==> src/design/rld_pkg.sv <==
package rld_pkg;
	// ----------------------------------------
	// register map (byte addresses)
	// ----------------------------------------
	localparam logic [7:0] RLD_CMD_ADDR = 8'h00;
	localparam logic [7:0] RLD_STAT_ADDR = 8'h04;
	localparam logic [7:0] RLD_CFG_ADDR = 8'h08;
	localparam logic [7:0] RLD_DESC_ADDR = 8'h0C;
	localparam logic [7:0] RLD_RXSTAT_ADDR = 8'h10;
	localparam logic [7:0] RLD_FRAME_ADDR = 8'h14;
	// ----------------------------------------
	// command bits
	// ----------------------------------------
	localparam int RLD_CMD_QUEUE = 0;
	localparam int RLD_CMD_ADVANCE = 1;
	localparam int RLD_CMD_HALT = 2;
	// ----------------------------------------
	// status bits
	// ----------------------------------------
	localparam int RLD_ST_QUEUE_ARMED = 0;
	localparam int RLD_ST_HDR_DONE = 1;
	localparam int RLD_ST_COPY_DONE = 2;
	localparam int RLD_ST_QEMPTY = 3;
	localparam int RLD_ST_COPY_PROG = 4;
	localparam int RLD_ST_BUF_EMPTY = 5;
	localparam int RLD_ST_QUIET = 6;
	localparam int RLD_ST_NET_VALID = 7;
	// ----------------------------------------
	// descriptor control and status words
	// ----------------------------------------
	localparam int RLD_DC_HEADER = 18;
	localparam int RLD_DC_FRAGLIST = 16;
	localparam int RLD_DC_LEN_MSB = 15;
	localparam int RLD_DS_OWN = 31;
	localparam int RLD_DS_NET_VALID = 12;
	// ----------------------------------------
	// burst control
	// ----------------------------------------
	localparam logic [1:0] RLD_BURST_RESET = 2'h0;
	localparam int RLD_BURST_UNIT_BYTES = 32;
	localparam logic [31:0] RLD_DESC_RESET = 32'h0000_0000;
	typedef enum logic [3:0] {
		RLD_IDLE, RLD_FETCH, RLD_WAIT_FRAME, RLD_COPY, RLD_NEXT_FRAG, RLD_POST
	} rld_state_type;
endpackage

==> src/design/rld_rx_lookahead_dma.sv <==
// Summary of operation
// RULE1: driver queues header descriptor, then arms queue
// RULE2: header copy stops at buffer full/frame end
// RULE3: post status, raise header-done after header copy
// RULE4: net status valid only once reception finished
// RULE5: after header copy disarm queue, raise empty
// RULE6: rearm without advance recopies current frame
// RULE7: fragment copy starts at offset byte
// RULE8: nonzero offset waits for complete frame
// RULE9: after copy post, signal, fetch next descriptor
// RULE10: advance-frame discards frame, next is header
// RULE11: advance with host-owned next updates status
// RULE12: advance may follow arm for one copy
// RULE13: advance at most once per frame
// RULE14: halt clears armed; finish copy then idle
// RULE15: quiet only when receiver and dma idle
// RULE16: host-owned mid-copy: empty, idle, resume later
// RULE17: copy-in-progress and buffer-empty status visible
// RULE18: halt without frames rewinds descriptor pointer
// RULE19: frames and fragments up to 64 Kbytes
// RULE20: burst at threshold, ends empty or lost
// RULE21: rebursts at threshold or final data loaded
// RULE22: burst select 32/64/96/128 byte thresholds
// RULE23: control bit18 header, bit16 fraglist, 15:0 length
// RULE24: ownership 1 accepts, follows next pointer
// RULE25: burst select is writable, resets lowest
//
// The APB register port and the placing of the registers were chosen for this implementation.
`timescale 1ns/1ps
`default_nettype none
module rld_rx_lookahead_dma import rld_pkg::*; #(
	parameter int FIFO_BYTES = 128,
	parameter int LEN_W = 16
) (
	// system
	input wire logic clk_sys,
	input wire logic reset_n,
	// apb slave
	input wire logic psel,
	input wire logic penable,
	input wire logic pwrite,
	input wire logic [7:0] paddr,
	input wire logic [31:0] pwdata,
	output logic [31:0] prdata,
	output logic pready,
	output logic pslverr,
	// local receive ram (same clock)
	input wire logic frame_ready,
	input wire logic frame_complete,
	input wire logic [LEN_W-1:0] frame_length,
	input wire logic [15:0] frame_net_status,
	input wire logic [31:0] ram_data,
	output logic [LEN_W-1:0] ram_index,
	output logic frame_release,
	input wire logic receiver_idle,
	// host memory master (simple request/grant)
	output logic mem_req,
	output logic mem_write,
	output logic [31:0] mem_addr,
	output logic [31:0] mem_wdata,
	input wire logic mem_gnt,
	input wire logic mem_rvalid,
	input wire logic [31:0] mem_rdata,
	output logic burst_active
);
	// ----------------------------------------
	// registers
	// ----------------------------------------
	rld_state_type state;
	logic queue_armed, advance_frame, halt_receive_dma;
	logic header_done_irq, copy_complete_irq, queue_empty_irq, net_status_valid;
	logic copy_in_progress;
	logic [1:0] burst_level_select;
	logic [31:0] desc_ptr, desc_saved, rx_status_register;
	logic [31:0] buf_addr, next_ptr;
	logic [2:0] fetch_word;
	logic desc_header, desc_frag, have_desc, read_pending;
	logic [LEN_W-1:0] buf_len, copy_pos, desc_offset;
	logic [LEN_W-1:0] done_bytes;
	logic [31:0] post_addr;
	logic set_q, set_adv, set_halt;
	logic apb_wr;
	logic [7:0] fifo_fill;
	logic [7:0] thresh;
	logic post_hdr;
	logic clr_armed_hw, beat_taken, fetch_wait, beat_gap;
	logic [31:0] frag_ptr;
	// a beat counts only when our own request meets the grant
	assign beat_taken = mem_req && mem_gnt;
	assign apb_wr = psel && penable && pwrite;
	assign set_q = apb_wr && paddr == RLD_CMD_ADDR && pwdata[RLD_CMD_QUEUE];
	assign set_adv = apb_wr && paddr == RLD_CMD_ADDR && pwdata[RLD_CMD_ADVANCE];
	assign set_halt = apb_wr && paddr == RLD_CMD_ADDR && pwdata[RLD_CMD_HALT];
	// RULE22: threshold decode
	assign thresh = 8'((32'(burst_level_select) + 32'd1) * RLD_BURST_UNIT_BYTES);
	// ----------------------------------------
	// apb
	// ----------------------------------------
	always_ff @(posedge clk_sys or negedge reset_n) begin
		if (!reset_n) begin
			pready <= 1'b0;
			pslverr <= 1'b0;
			prdata <= 32'h0000_0000;
		end else begin
			pready <= psel && !penable;
			pslverr <= 1'b0;
			if (psel && !penable && !pwrite) begin
				if (paddr == RLD_STAT_ADDR) begin
					prdata <= {24'h000000, net_status_valid,
						// RULE15: quiet needs receiver and dma idle
						receiver_idle && state == RLD_IDLE && !copy_in_progress,
						// RULE17: visible progress flags
						!frame_ready, copy_in_progress, queue_empty_irq,
						copy_complete_irq, header_done_irq, queue_armed};
				end else if (paddr == RLD_CFG_ADDR) begin
					prdata <= {30'h0, burst_level_select};
				end else if (paddr == RLD_DESC_ADDR) begin
					prdata <= desc_ptr;
				end else if (paddr == RLD_RXSTAT_ADDR) begin
					prdata <= rx_status_register;
				end else if (paddr == RLD_FRAME_ADDR) begin
					prdata <= {16'h0000, 16'(frame_length)};
				end else begin
					prdata <= 32'h0000_0000;
				end
			end
			if (psel && !penable && paddr > RLD_FRAME_ADDR) begin
				pslverr <= 1'b1;
			end
		end
	end
	// RULE25: software burst select, resets lowest
	always_ff @(posedge clk_sys or negedge reset_n) begin
		if (!reset_n) begin
			burst_level_select <= RLD_BURST_RESET;
		end else if (apb_wr && paddr == RLD_CFG_ADDR) begin
			burst_level_select <= pwdata[1:0];
		end
	end
	// ----------------------------------------
	// flags (hardware set wins over clear)
	// ----------------------------------------
	always_ff @(posedge clk_sys or negedge reset_n) begin
		if (!reset_n) begin
			header_done_irq <= 1'b0;
			copy_complete_irq <= 1'b0;
			queue_empty_irq <= 1'b0;
		end else begin
			if (apb_wr && paddr == RLD_STAT_ADDR) begin
				header_done_irq <= header_done_irq & ~pwdata[RLD_ST_HDR_DONE];
				copy_complete_irq <= copy_complete_irq & ~pwdata[RLD_ST_COPY_DONE];
				queue_empty_irq <= queue_empty_irq & ~pwdata[RLD_ST_QEMPTY];
			end
			// RULE3: header-done raised on header post
			if (state == RLD_POST && beat_taken && post_hdr) begin
				header_done_irq <= 1'b1;
			end
			// RULE9: copy-complete on ordinary post
			if (state == RLD_POST && beat_taken && !post_hdr) begin
				copy_complete_irq <= 1'b1;
			end
			// RULE5: queue empty on hardware disarm events (header post, host-owned descriptor), not on halt
			if (clr_armed_hw) begin
				queue_empty_irq <= 1'b1;
			end
		end
	end
	assign clr_armed_hw = (state == RLD_POST && beat_taken && post_hdr)
		|| (state == RLD_FETCH && mem_rvalid && fetch_wait && fetch_word == 3'd0
			&& !mem_rdata[RLD_DS_OWN]);
	// ----------------------------------------
	// command bits
	// ----------------------------------------
	always_ff @(posedge clk_sys or negedge reset_n) begin
		if (!reset_n) begin
			queue_armed <= 1'b0;
			advance_frame <= 1'b0;
			halt_receive_dma <= 1'b0;
		end else begin
			// RULE14: halt forces armed low
			if (set_halt) begin
				queue_armed <= 1'b0;
			end else if (set_q) begin
				queue_armed <= 1'b1;
			end else if (clr_armed_hw) begin
				queue_armed <= 1'b0;
			end
			halt_receive_dma <= set_halt ? 1'b1 : (set_q ? 1'b0 : halt_receive_dma);
			// RULE10: advance recorded, consumed when frame released
			// RULE13: a second advance per frame is simply absorbed
			if (set_adv) begin
				advance_frame <= 1'b1;
			end else if (frame_release) begin
				advance_frame <= 1'b0;
			end
		end
	end
	// ----------------------------------------
	// dma sequencer
	// ----------------------------------------
	always_ff @(posedge clk_sys or negedge reset_n) begin
		if (!reset_n) begin
			state <= RLD_IDLE;
			desc_ptr <= RLD_DESC_RESET;
			desc_saved <= RLD_DESC_RESET;
			buf_addr <= 32'h0000_0000;
			next_ptr <= 32'h0000_0000;
			post_addr <= 32'h0000_0000;
			fetch_word <= 3'd0;
			desc_header <= 1'b0;
			desc_frag <= 1'b0;
			have_desc <= 1'b0;
			buf_len <= '0;
			desc_offset <= '0;
			copy_pos <= '0;
			done_bytes <= '0;
			copy_in_progress <= 1'b0;
			frame_release <= 1'b0;
			rx_status_register <= 32'h0000_0000;
			net_status_valid <= 1'b0;
			post_hdr <= 1'b0;
			fifo_fill <= 8'h00;
			read_pending <= 1'b0;
			fetch_wait <= 1'b0;
			frag_ptr <= 32'h0000_0000;
		end else begin
			frame_release <= 1'b0;
			case (state)
			RLD_IDLE: begin
				// RULE11: advance with no descriptor refreshes status
				if (advance_frame && !copy_in_progress && frame_ready && !read_pending) begin
					rx_status_register <= {16'(frame_length), 16'(frame_net_status)};
					frame_release <= 1'b1;
					done_bytes <= '0;
				end
				// RULE6: arm alone re-fetches for another copy
				if (queue_armed && !halt_receive_dma) begin
					state <= have_desc ? RLD_WAIT_FRAME : RLD_FETCH;
					fetch_word <= 3'd0;
				end
			end
			RLD_FETCH: begin
				// one read outstanding at a time keeps words in order
				if (beat_taken && !mem_write) begin
					fetch_wait <= 1'b1;
				end
				if (mem_rvalid && fetch_wait) begin
					fetch_wait <= 1'b0;
					fetch_word <= fetch_word + 3'd1;
					if (fetch_word == 3'd0) begin
						// RULE24: ownership decides accept or stop
						if (!mem_rdata[RLD_DS_OWN]) begin
							// RULE16: stop here, resume when rearmed
							state <= RLD_IDLE;
						end
					end else if (fetch_word == 3'd1) begin
						buf_addr <= mem_rdata;
					end else if (fetch_word == 3'd2) begin
						// RULE23: control word decode
						desc_header <= mem_rdata[RLD_DC_HEADER];
						desc_frag <= mem_rdata[RLD_DC_FRAGLIST];
						buf_len <= mem_rdata[RLD_DC_LEN_MSB:0];
						desc_offset <= mem_rdata[RLD_DC_FRAGLIST] ?
							mem_rdata[RLD_DC_LEN_MSB:0] : '0;
					end else if (fetch_word == 3'd3) begin
						next_ptr <= {mem_rdata[31:2], 2'b00};
						desc_saved <= desc_ptr;
						post_addr <= desc_ptr;
						desc_ptr <= {mem_rdata[31:2], 2'b00};
						have_desc <= 1'b1;
						frag_ptr <= buf_addr;
						if (!desc_frag) begin
							state <= copy_in_progress ? RLD_COPY : RLD_WAIT_FRAME;
						end
					end else if (fetch_word == 3'd4) begin
						// fragment entry: pointer first, length second only
						buf_addr <= mem_rdata;
					end else begin
						buf_len <= mem_rdata[RLD_DC_LEN_MSB:0];
						frag_ptr <= frag_ptr + 32'd8;
						state <= copy_in_progress ? RLD_COPY : RLD_WAIT_FRAME;
					end
				end
			end
			RLD_WAIT_FRAME: begin
				if (halt_receive_dma && !frame_ready) begin
					// RULE18: rewind to saved descriptor
					desc_ptr <= desc_saved;
					have_desc <= 1'b0;
					state <= RLD_IDLE;
				end else if (frame_ready && (!advance_frame || done_bytes == '0)) begin
					// RULE8: nonzero offset needs full frame
					if (desc_offset == '0 || frame_complete) begin
						// RULE7: start at offset byte
						copy_pos <= desc_offset;
						copy_in_progress <= 1'b1;
						state <= RLD_COPY;
					end
				end
			end
			RLD_COPY: begin
				// RULE20: fill continues while burst drains
				if (!read_pending && fifo_fill < 8'(FIFO_BYTES)
					&& copy_pos + LEN_W'(fifo_fill) < frame_length
					&& LEN_W'(fifo_fill) < buf_len) begin
					read_pending <= 1'b1;
				end
				if (read_pending) begin
					read_pending <= 1'b0;
					fifo_fill <= fifo_fill + 8'd4;
				end
				if (burst_active && beat_taken) begin
					buf_addr <= buf_addr + 32'd4;
					copy_pos <= copy_pos + LEN_W'(4);
					buf_len <= (buf_len > LEN_W'(4)) ? buf_len - LEN_W'(4) : '0;
					fifo_fill <= fifo_fill - 8'd4 + (read_pending ? 8'd4 : 8'd0);
				end
				// RULE2: stop when buffer full or frame done
				if (fifo_fill == 8'h00 && !read_pending
					&& (copy_pos >= frame_length || buf_len == '0)) begin
					if (copy_pos < frame_length && desc_frag) begin
						state <= RLD_NEXT_FRAG;
					end else begin
						post_hdr <= desc_header;
						state <= RLD_POST;
					end
				end
			end
			RLD_NEXT_FRAG: begin
				// next fragment list entry for more buffer space
				state <= RLD_FETCH;
				fetch_word <= 3'd4;
			end
			RLD_POST: begin
				if (beat_taken) begin
					// RULE4: network status valid only when frame complete
					net_status_valid <= frame_complete;
					rx_status_register <= {16'(frame_length), 16'(frame_net_status)};
					copy_in_progress <= 1'b0;
					have_desc <= 1'b0;
					done_bytes <= copy_pos;
					// RULE10: advanced frame is released here
					if (advance_frame) begin
						frame_release <= 1'b1;
					end
					// RULE5: header copy ends in idle
					// RULE9: otherwise fetch the next descriptor
					// RULE12: works even after advance
					state <= post_hdr ? RLD_IDLE : RLD_FETCH;
					fetch_word <= 3'd0;
				end
			end
			default: begin
				state <= RLD_IDLE;
			end
			endcase
		end
	end
	// ----------------------------------------
	// bus master drive
	// ----------------------------------------
	always_ff @(posedge clk_sys or negedge reset_n) begin
		if (!reset_n) begin
			burst_active <= 1'b0;
			mem_req <= 1'b0;
			mem_write <= 1'b0;
			mem_addr <= 32'h0000_0000;
			mem_wdata <= 32'h0000_0000;
			ram_index <= '0;
			beat_gap <= 1'b0;
		end else begin
			// gap after a beat lets address and data catch up together
			beat_gap <= beat_taken;
			ram_index <= copy_pos;
			mem_wdata <= (state == RLD_POST) ?
				{16'(frame_length), 3'b0, frame_complete, frame_net_status[11:0]} : ram_data;
			if (state == RLD_COPY) begin
				// RULE21: start at threshold or when last data loaded
				if (!burst_active && fifo_fill != 8'h00
					&& (fifo_fill >= thresh || copy_pos + LEN_W'(fifo_fill) >= frame_length
					|| LEN_W'(fifo_fill) >= buf_len)) begin
					burst_active <= 1'b1;
				// RULE20: burst ends when fifo empties
				end else if (burst_active && fifo_fill <= 8'd4 && beat_taken) begin
					burst_active <= 1'b0;
				end
			end else begin
				burst_active <= 1'b0;
			end
			// lost grant keeps request up, so re-request is immediate
			mem_req <= !beat_taken && !beat_gap && ((state == RLD_FETCH && !fetch_wait)
				|| (state == RLD_POST) || burst_active);
			mem_write <= state != RLD_FETCH;
			mem_addr <= (state == RLD_FETCH) ? ((fetch_word < 3'd4)
				? desc_ptr + 32'(fetch_word) * 32'd4
				: frag_ptr + 32'(fetch_word - 3'd4) * 32'd4)
				: (state == RLD_POST) ? post_addr : buf_addr;
		end
	end
endmodule
`default_nettype wire

==> config.mk <==
export PLATFORM = sky130hd
export DESIGN_NAME = rld_rx_lookahead_dma
export DESIGN_NICKNAME = d
export VERILOG_FILES = /design/src/design/rld_pkg.sv /design/src/design/rld_rx_lookahead_dma.sv
export SDC_FILE = /design/constraint.sdc
export NUM_CORES = 1
export LEC_CHECK = 0
export BUFFER_PORTS_ARGS = -buffer_cell sky130_fd_sc_hd__buf_2
export CORE_MARGIN = 2
export CORE_UTILIZATION = 38
export DETAILED_ROUTE_END_ITERATION = 16
export SETUP_SLACK_MARGIN = 0.2
export SYNTH_ARGS = -nofsm -noshare
export SYNTH_HDL_FRONTEND = slang
export SYNTH_SLANG_ARGS = --single-unit
==> constraint.sdc <==
create_clock -name clk_sys -period 10 [get_ports clk_sys]
set_input_delay 1.5 -clock clk_sys [delete_from_list [all_inputs] [get_ports clk_sys]]
set_output_delay 1.5 -clock clk_sys [all_outputs]
set_load 0.01 [all_outputs]
**Word level (Yosys, flattened, before mapping)**

Index checks and enable logic that the tools add are counted.
W data, S select, Z words.

- Register bits after elaboration: 374
- Input port bits: 146
- Output and inout port bits: 118

- Add/subtract/negate cells: 13
- Order comparisons: 12
- Equality and inequality tests: 43
- Multiplexer cells: 110
- Bitwise operators: 10
- Reduce and logical (&&, ||, !) cells: 104

Operators by type and width:

| operator | number |
|---|---|
| $mux W32 | 25 |
| $mux W16 | 16 |
| $pmux W32 S2 | 3 |
| $pmux W16 S2 | 3 |
| $mux W4 | 14 |
| $logic_not A16 Y1 | 3 |
| $logic_and A1 B1 Y1 | 43 |
| $mux W1 | 37 |
| $add A32 B3 Y32 const B | 1 |
| $add A32 B32 Y32 | 1 |
| $add A32 B4 Y32 const B | 1 |
| $add A32 B5 Y32 | 1 |
| $ge A16 B16 Y1 | 2 |
| $lt A16 B16 Y1 | 2 |
| $ne A3 B3 Y1 const B | 10 |
| $ne A2 B2 Y1 const B | 13 |
| $pmux W4 S6 | 1 |
| $reduce_bool A2 Y1 | 12 |
| $reduce_and A7 Y1 | 3 |
| $add A16 B3 Y16 const B | 1 |
| $add A16 B8 Y16 | 1 |
| $eq A8 B4 Y1 const B | 2 |
| $eq A8 B5 Y1 const B | 2 |
| $ge A8 B16 Y1 | 1 |
| other kinds (48) | 94 |

**Depth between registers and ports, before layout**

- Word-level depth: 9
- Gate-level depth with buffers: 16

**Least setup slack after synthesis**

No wires, ideal clock.

- Path type: register -> register
- From: reg fetch_word[2]
- To: reg mem_addr[31]
- Setup time: 0.126 ns
- Data arrival time: 3.569 ns
- Data required time: 9.874 ns
- Slack: 6.305 ns
- Cell stages (with the launch flop): 13
- Path buffers: 3
- Period minus slack after synthesis: 3.695 ns
- Path through: dfrtp_1 -> clkbuf_1 -> inv_1 -> clkbuf_1 -> ha_1 -> clkbuf_1 -> a21oi_1 -> o21bai_1 -> a21oi_1 -> o21a_1 -> o21ai_0 -> a221o_1 -> a311o_1

- Longest elaborated chain between the ends: 4
- Elaborated cells between the ends (all ways): 6
- Classes of those cells: add/sub (3); order compare (1); mux (2)

RTL lines:

| what | RTL line | source |
|---|---|---|
| start, declared | rld_rx_lookahead_dma.sv:76 | `logic [2:0] fetch_word;` |
| start signal, assigned | rld_rx_lookahead_dma.sv:249 | `fetch_word <= fetch_word + 3'd1;` |
| $sub A3 B3 Y4 | rld_rx_lookahead_dma.sv:396 | `: frag_ptr + 32'(fetch_word - 3'd4) * 32'd4)` |
| $add A32 B32 Y32 | rld_rx_lookahead_dma.sv:396 |  |
| $mux W32 * | rld_rx_lookahead_dma.sv:395 | `? desc_ptr + 32'(fetch_word) * 32'd4` |
| $mux W32 * | rld_rx_lookahead_dma.sv:394 | `mem_addr <= (state == RLD_FETCH) ? ((fetch_word < 3'd4)` |
| end signal, assigned | rld_rx_lookahead_dma.sv:394 |  |
| end, declared | rld_rx_lookahead_dma.sv:59 | `output logic [31:0] mem_addr,` |

Mark *: on every way between the ends. The rest lies on a longest branch, timed or not.
A chain may end at the register's enable or synchronous reset.

**Worst setup path in the final report**

- From: reg copy_pos[2]
- To: reg burst_active

- Longest elaborated chain between the ends: 7
- Elaborated cells between the ends (all ways): 8
- Classes of those cells: add/sub (1); order compare (1); eq/ne (1); mux (2); reduce/logical (3)

RTL lines:

| what | RTL line | source |
|---|---|---|
| start, declared | rld_rx_lookahead_dma.sv:78 | `logic [LEN_W-1:0] buf_len, copy_pos, desc_offset;` |
| start signal, assigned | rld_rx_lookahead_dma.sv:295 | `copy_pos <= desc_offset;` |
| start signal, assigned | rld_rx_lookahead_dma.sv:314 | `copy_pos <= copy_pos + LEN_W'(4);` |
| $add A16 B8 Y16 * | rld_rx_lookahead_dma.sv:380 | `&& (fifo_fill >= thresh \|\| copy_pos + LEN_W'(fifo_fill) >= frame_length` |
| $ge A16 B16 Y1 * | rld_rx_lookahead_dma.sv:380 |  |
| $logic_or A1 B1 Y1 * | rld_rx_lookahead_dma.sv:380 |  |
| $logic_or A1 B1 Y1 * | rld_rx_lookahead_dma.sv:381 | `\|\| LEN_W'(fifo_fill) >= buf_len)) begin` |
| $logic_and A1 B1 Y1 * | rld_rx_lookahead_dma.sv:380 |  |
| $mux W1 | rld_rx_lookahead_dma.sv:379 | `if (!burst_active && fifo_fill != 8'h00` |
| $mux W1 | rld_rx_lookahead_dma.sv:377 | `if (state == RLD_COPY) begin` |
| end signal, assigned | rld_rx_lookahead_dma.sv:382 | `burst_active <= 1'b1;` |
| end signal, assigned | rld_rx_lookahead_dma.sv:385 | `burst_active <= 1'b0;` |
| end signal, assigned | rld_rx_lookahead_dma.sv:388 | `burst_active <= 1'b0;` |
| end, declared | rld_rx_lookahead_dma.sv:64 | `output logic burst_active` |

Marks and branches as above.

==> metrics.txt <==
status finished clean; initial antenna violation count 1; Mean Syn Cell Area 9.11 um2; setup repair bufs after CTS 0; Crit Path Category reg -> reg; Fillers 5360; Distinct cells, synth 79; Min Hold Slack 379 ps; Fin Setup TNS 0 ps; Die Y 240 um; crit path max fanout 8; CP bufs+invs 0; most frequent cells in the layout dfrtp_1 (370), buf_2 (234), a21oi_1 (231); slowest CP cell a2111oi_0; die width 240 um; crit-path most repeated cell a21oi_1; layout cells sized above 1 17.5%; antenna viol nets, final 0; Max-Cap Viols 0; Crit path max-delay family compound AO/OA/AOI/OAI gates; Final Cycle Share 41.3%; final slew viol count 0; Detailed Route Iter0 Violations 1630; post-layout power 6.48 mW; Layout Cells excl Fill 3279; flops & latches, synth 371; CP Cell Sequence ha_1 > fa_1 > a21o_1 > a21oi_1 > o21bai_1 > a21oi_1 > nor3_1 > xor2_1 > ha_1 > a21oi_1 > nor2b_1 > a311o_1 > a2111oi_0 > a211oi_1; Worst-path clk slew 60 ps; Core Region 55100 um2; CP endpoint kind register; die area 57700 um2; register area share after synthesis 43.8%; R2R cell count 14; Pre-antenna DRT Iters 6; leading register cell type out of synthesis dfrtp_1; Placed Cells 3199; vias in the first global route 18153; post-synthesis cell count 2329; post-layout util 44.6%; vias after detailed routing 18858; antenna cells 0; Setup Skew 17.5 ps; Post-Syn Nets 2582; drc violations 0; Slowest Stage Delay on Critical Path 610 ps; Fin. Hold Viols 0; CTS Buffer Depth 3; RSZ-0062 raised after global routing no; HPWL after DPL 51700 um; most common cell after layout, fill and taps aside dfrtp_1; power per cell area 264 nW/um2; Tightest Pin Transition 1200 ps; wire per inst 21.6 um; LEAKAGE 11.1 nW; slew margin rel. 19.4%; grt total ovfl 0; clock sinks 371; # H-tree levels 2; worst ir drop on vdd 0.165 mV; Min Clock Period, post-route 4130 ps; IO buf count 235; CTS root buf clkbuf_16; CTS tree yes; # nets final 2751; async set-reset flop share out of synthesis 100%; largest net degree at the start of global routing 182; cts hold-fix bufs 0; WP depth 14; hold-critical path depth 0; wirelength, routed 70700 um; EDFF count, synth 0; Place WS 5750 ps; critical path arrival 4560 ps; clk_lat worst skew 590 ps; post-CTS sizing 0; mapped cell area 21200 um2; Final WS setup 5870 ps; FP Rows 86; Worst EP required 10430 ps; GP Congestion 0.912; area delta synth->final 15.8%; Max Clock Freq 0.242 GHz; Total GRT Usage 24.5%; CP startpoint kind register; global-route wire length before repair 109000 um; DP Area 23000 um2; via/cell ratio 5.75; Syn. warnings 0; initial core utilization 38.5%; CTS buffer count 45; Final Cell Area 24600 um2; Hold Path Class reg -> reg; final setup fails 0; total I/O pin count 264
==> path summary, 6_finish.rpt <==
path                        startpoint       endpoint  slack (ps)
min                        copy_pos[0]   ram_index[0]         380
max reg2reg                copy_pos[2]   burst_active        5870
max                        copy_pos[2]   burst_active        5870
min reg2reg                copy_pos[0]   ram_index[0]         380
min in group asynchronous      reset_n   mem_addr[30]         840
max in group asynchronous      reset_n  done_bytes[3]        7710
==> logic make-up (layout without fill, tap and decap cells) <==
| logic type | after synthesis | in the layout | synth area share, % |
|---|---|---|---|
| AO/OA/AOI/OAI | 719 | 719 | 20.7 |
| XOR/XNOR | 59 | 59 | 2.44 |
| adder cells (fa/ha/maj) | 107 | 107 | 6.45 |
| buffers and inverters | 234 | 436 | 4.37 |
| flip-flops | 371 | 371 | 43.8 |
| multiplexers | 121 | 121 | 6.15 |
| AND/OR/NAND/NOR | 718 | 718 | 16.1 |
==> area by class of cell <==
| type | instances | area [um2] | area share [%] |
|---|---|---|---|
| Sequential cell | 371 | 9290 | 37.8 |
| Tap cell | 748 | 936 | 3.81 |
| Multi-Input combinational cell | 1724 | 11100 | 45.0 |
| Timing Repair Buffer | 263 | 1410 | 5.73 |
| Inverter | 93 | 349 | 1.42 |
| Clock inverter | 13 | 211 | 0.861 |
| Clock buffer | 67 | 1320 | 5.37 |
==> synth_stat cells, drive strengths merged (6+ instances only) <==
cell / n / area [um2]
xor2: 21 / 184
a32oi: 7 / 61.3
inv: 92 / 345
a21oi: 233 / 1170
o21ai: 220 / 1100
and3: 34 / 213
and2: 12 / 75.1
mux2: 74 / 833
nor3: 47 / 250
dfrtp: 371 / 9280
nand2b: 18 / 113
o31ai: 12 / 90.1
ha: 103 / 1290
and4: 6 / 52.6
a211o: 6 / 52.6
a21o: 22 / 173
a211oi: 15 / 113
clkbuf: 95 / 357
nand4: 29 / 194
nor2b: 15 / 93.8
a221oi: 13 / 114
o21a: 9 / 67.6
nand3: 96 / 480
nor4: 24 / 163
mux2i: 47 / 470
or3: 9 / 56.3
a22o: 37 / 324
a31oi: 13 / 81.3
a222oi: 8 / 80.1
nor2: 208 / 781
nand2: 197 / 758
buf: 46 / 221
o22ai: 28 / 175
a22oi: 40 / 300
xnor2: 38 / 333
==> metal layers <==
metal | GRT usage (%) | part of all wire (%) | vias to the layer above
met2 | 39.8 | 47 | 645
met4 | 8.53 | 3.4 | 0
met3 | 3.62 | 6.0 | 112
li1 | - | - | 8792
met1 | 33.3 | 43 | 9309
met5 | 0 | 0 | -
==> where the power goes <==
part	switching, mW	internal [mW]	leakage, nW
clock	0.674	1.02	0.744
combinational	1.47	0.948	5.73
sequential	0.471	1.90	4.65
total	2.62	3.87	11.1
==> registers in the layout (all words and copies together) (netlist names), 32 cells and up <==
name and cells:
buf_addr 32, desc_ptr 32, frag_ptr 32, mem_addr 32
mem_wdata 32, post_addr 32, prdata 32, rx_status_register 32
No activity file was read; power rests on OpenSTA's default activity.
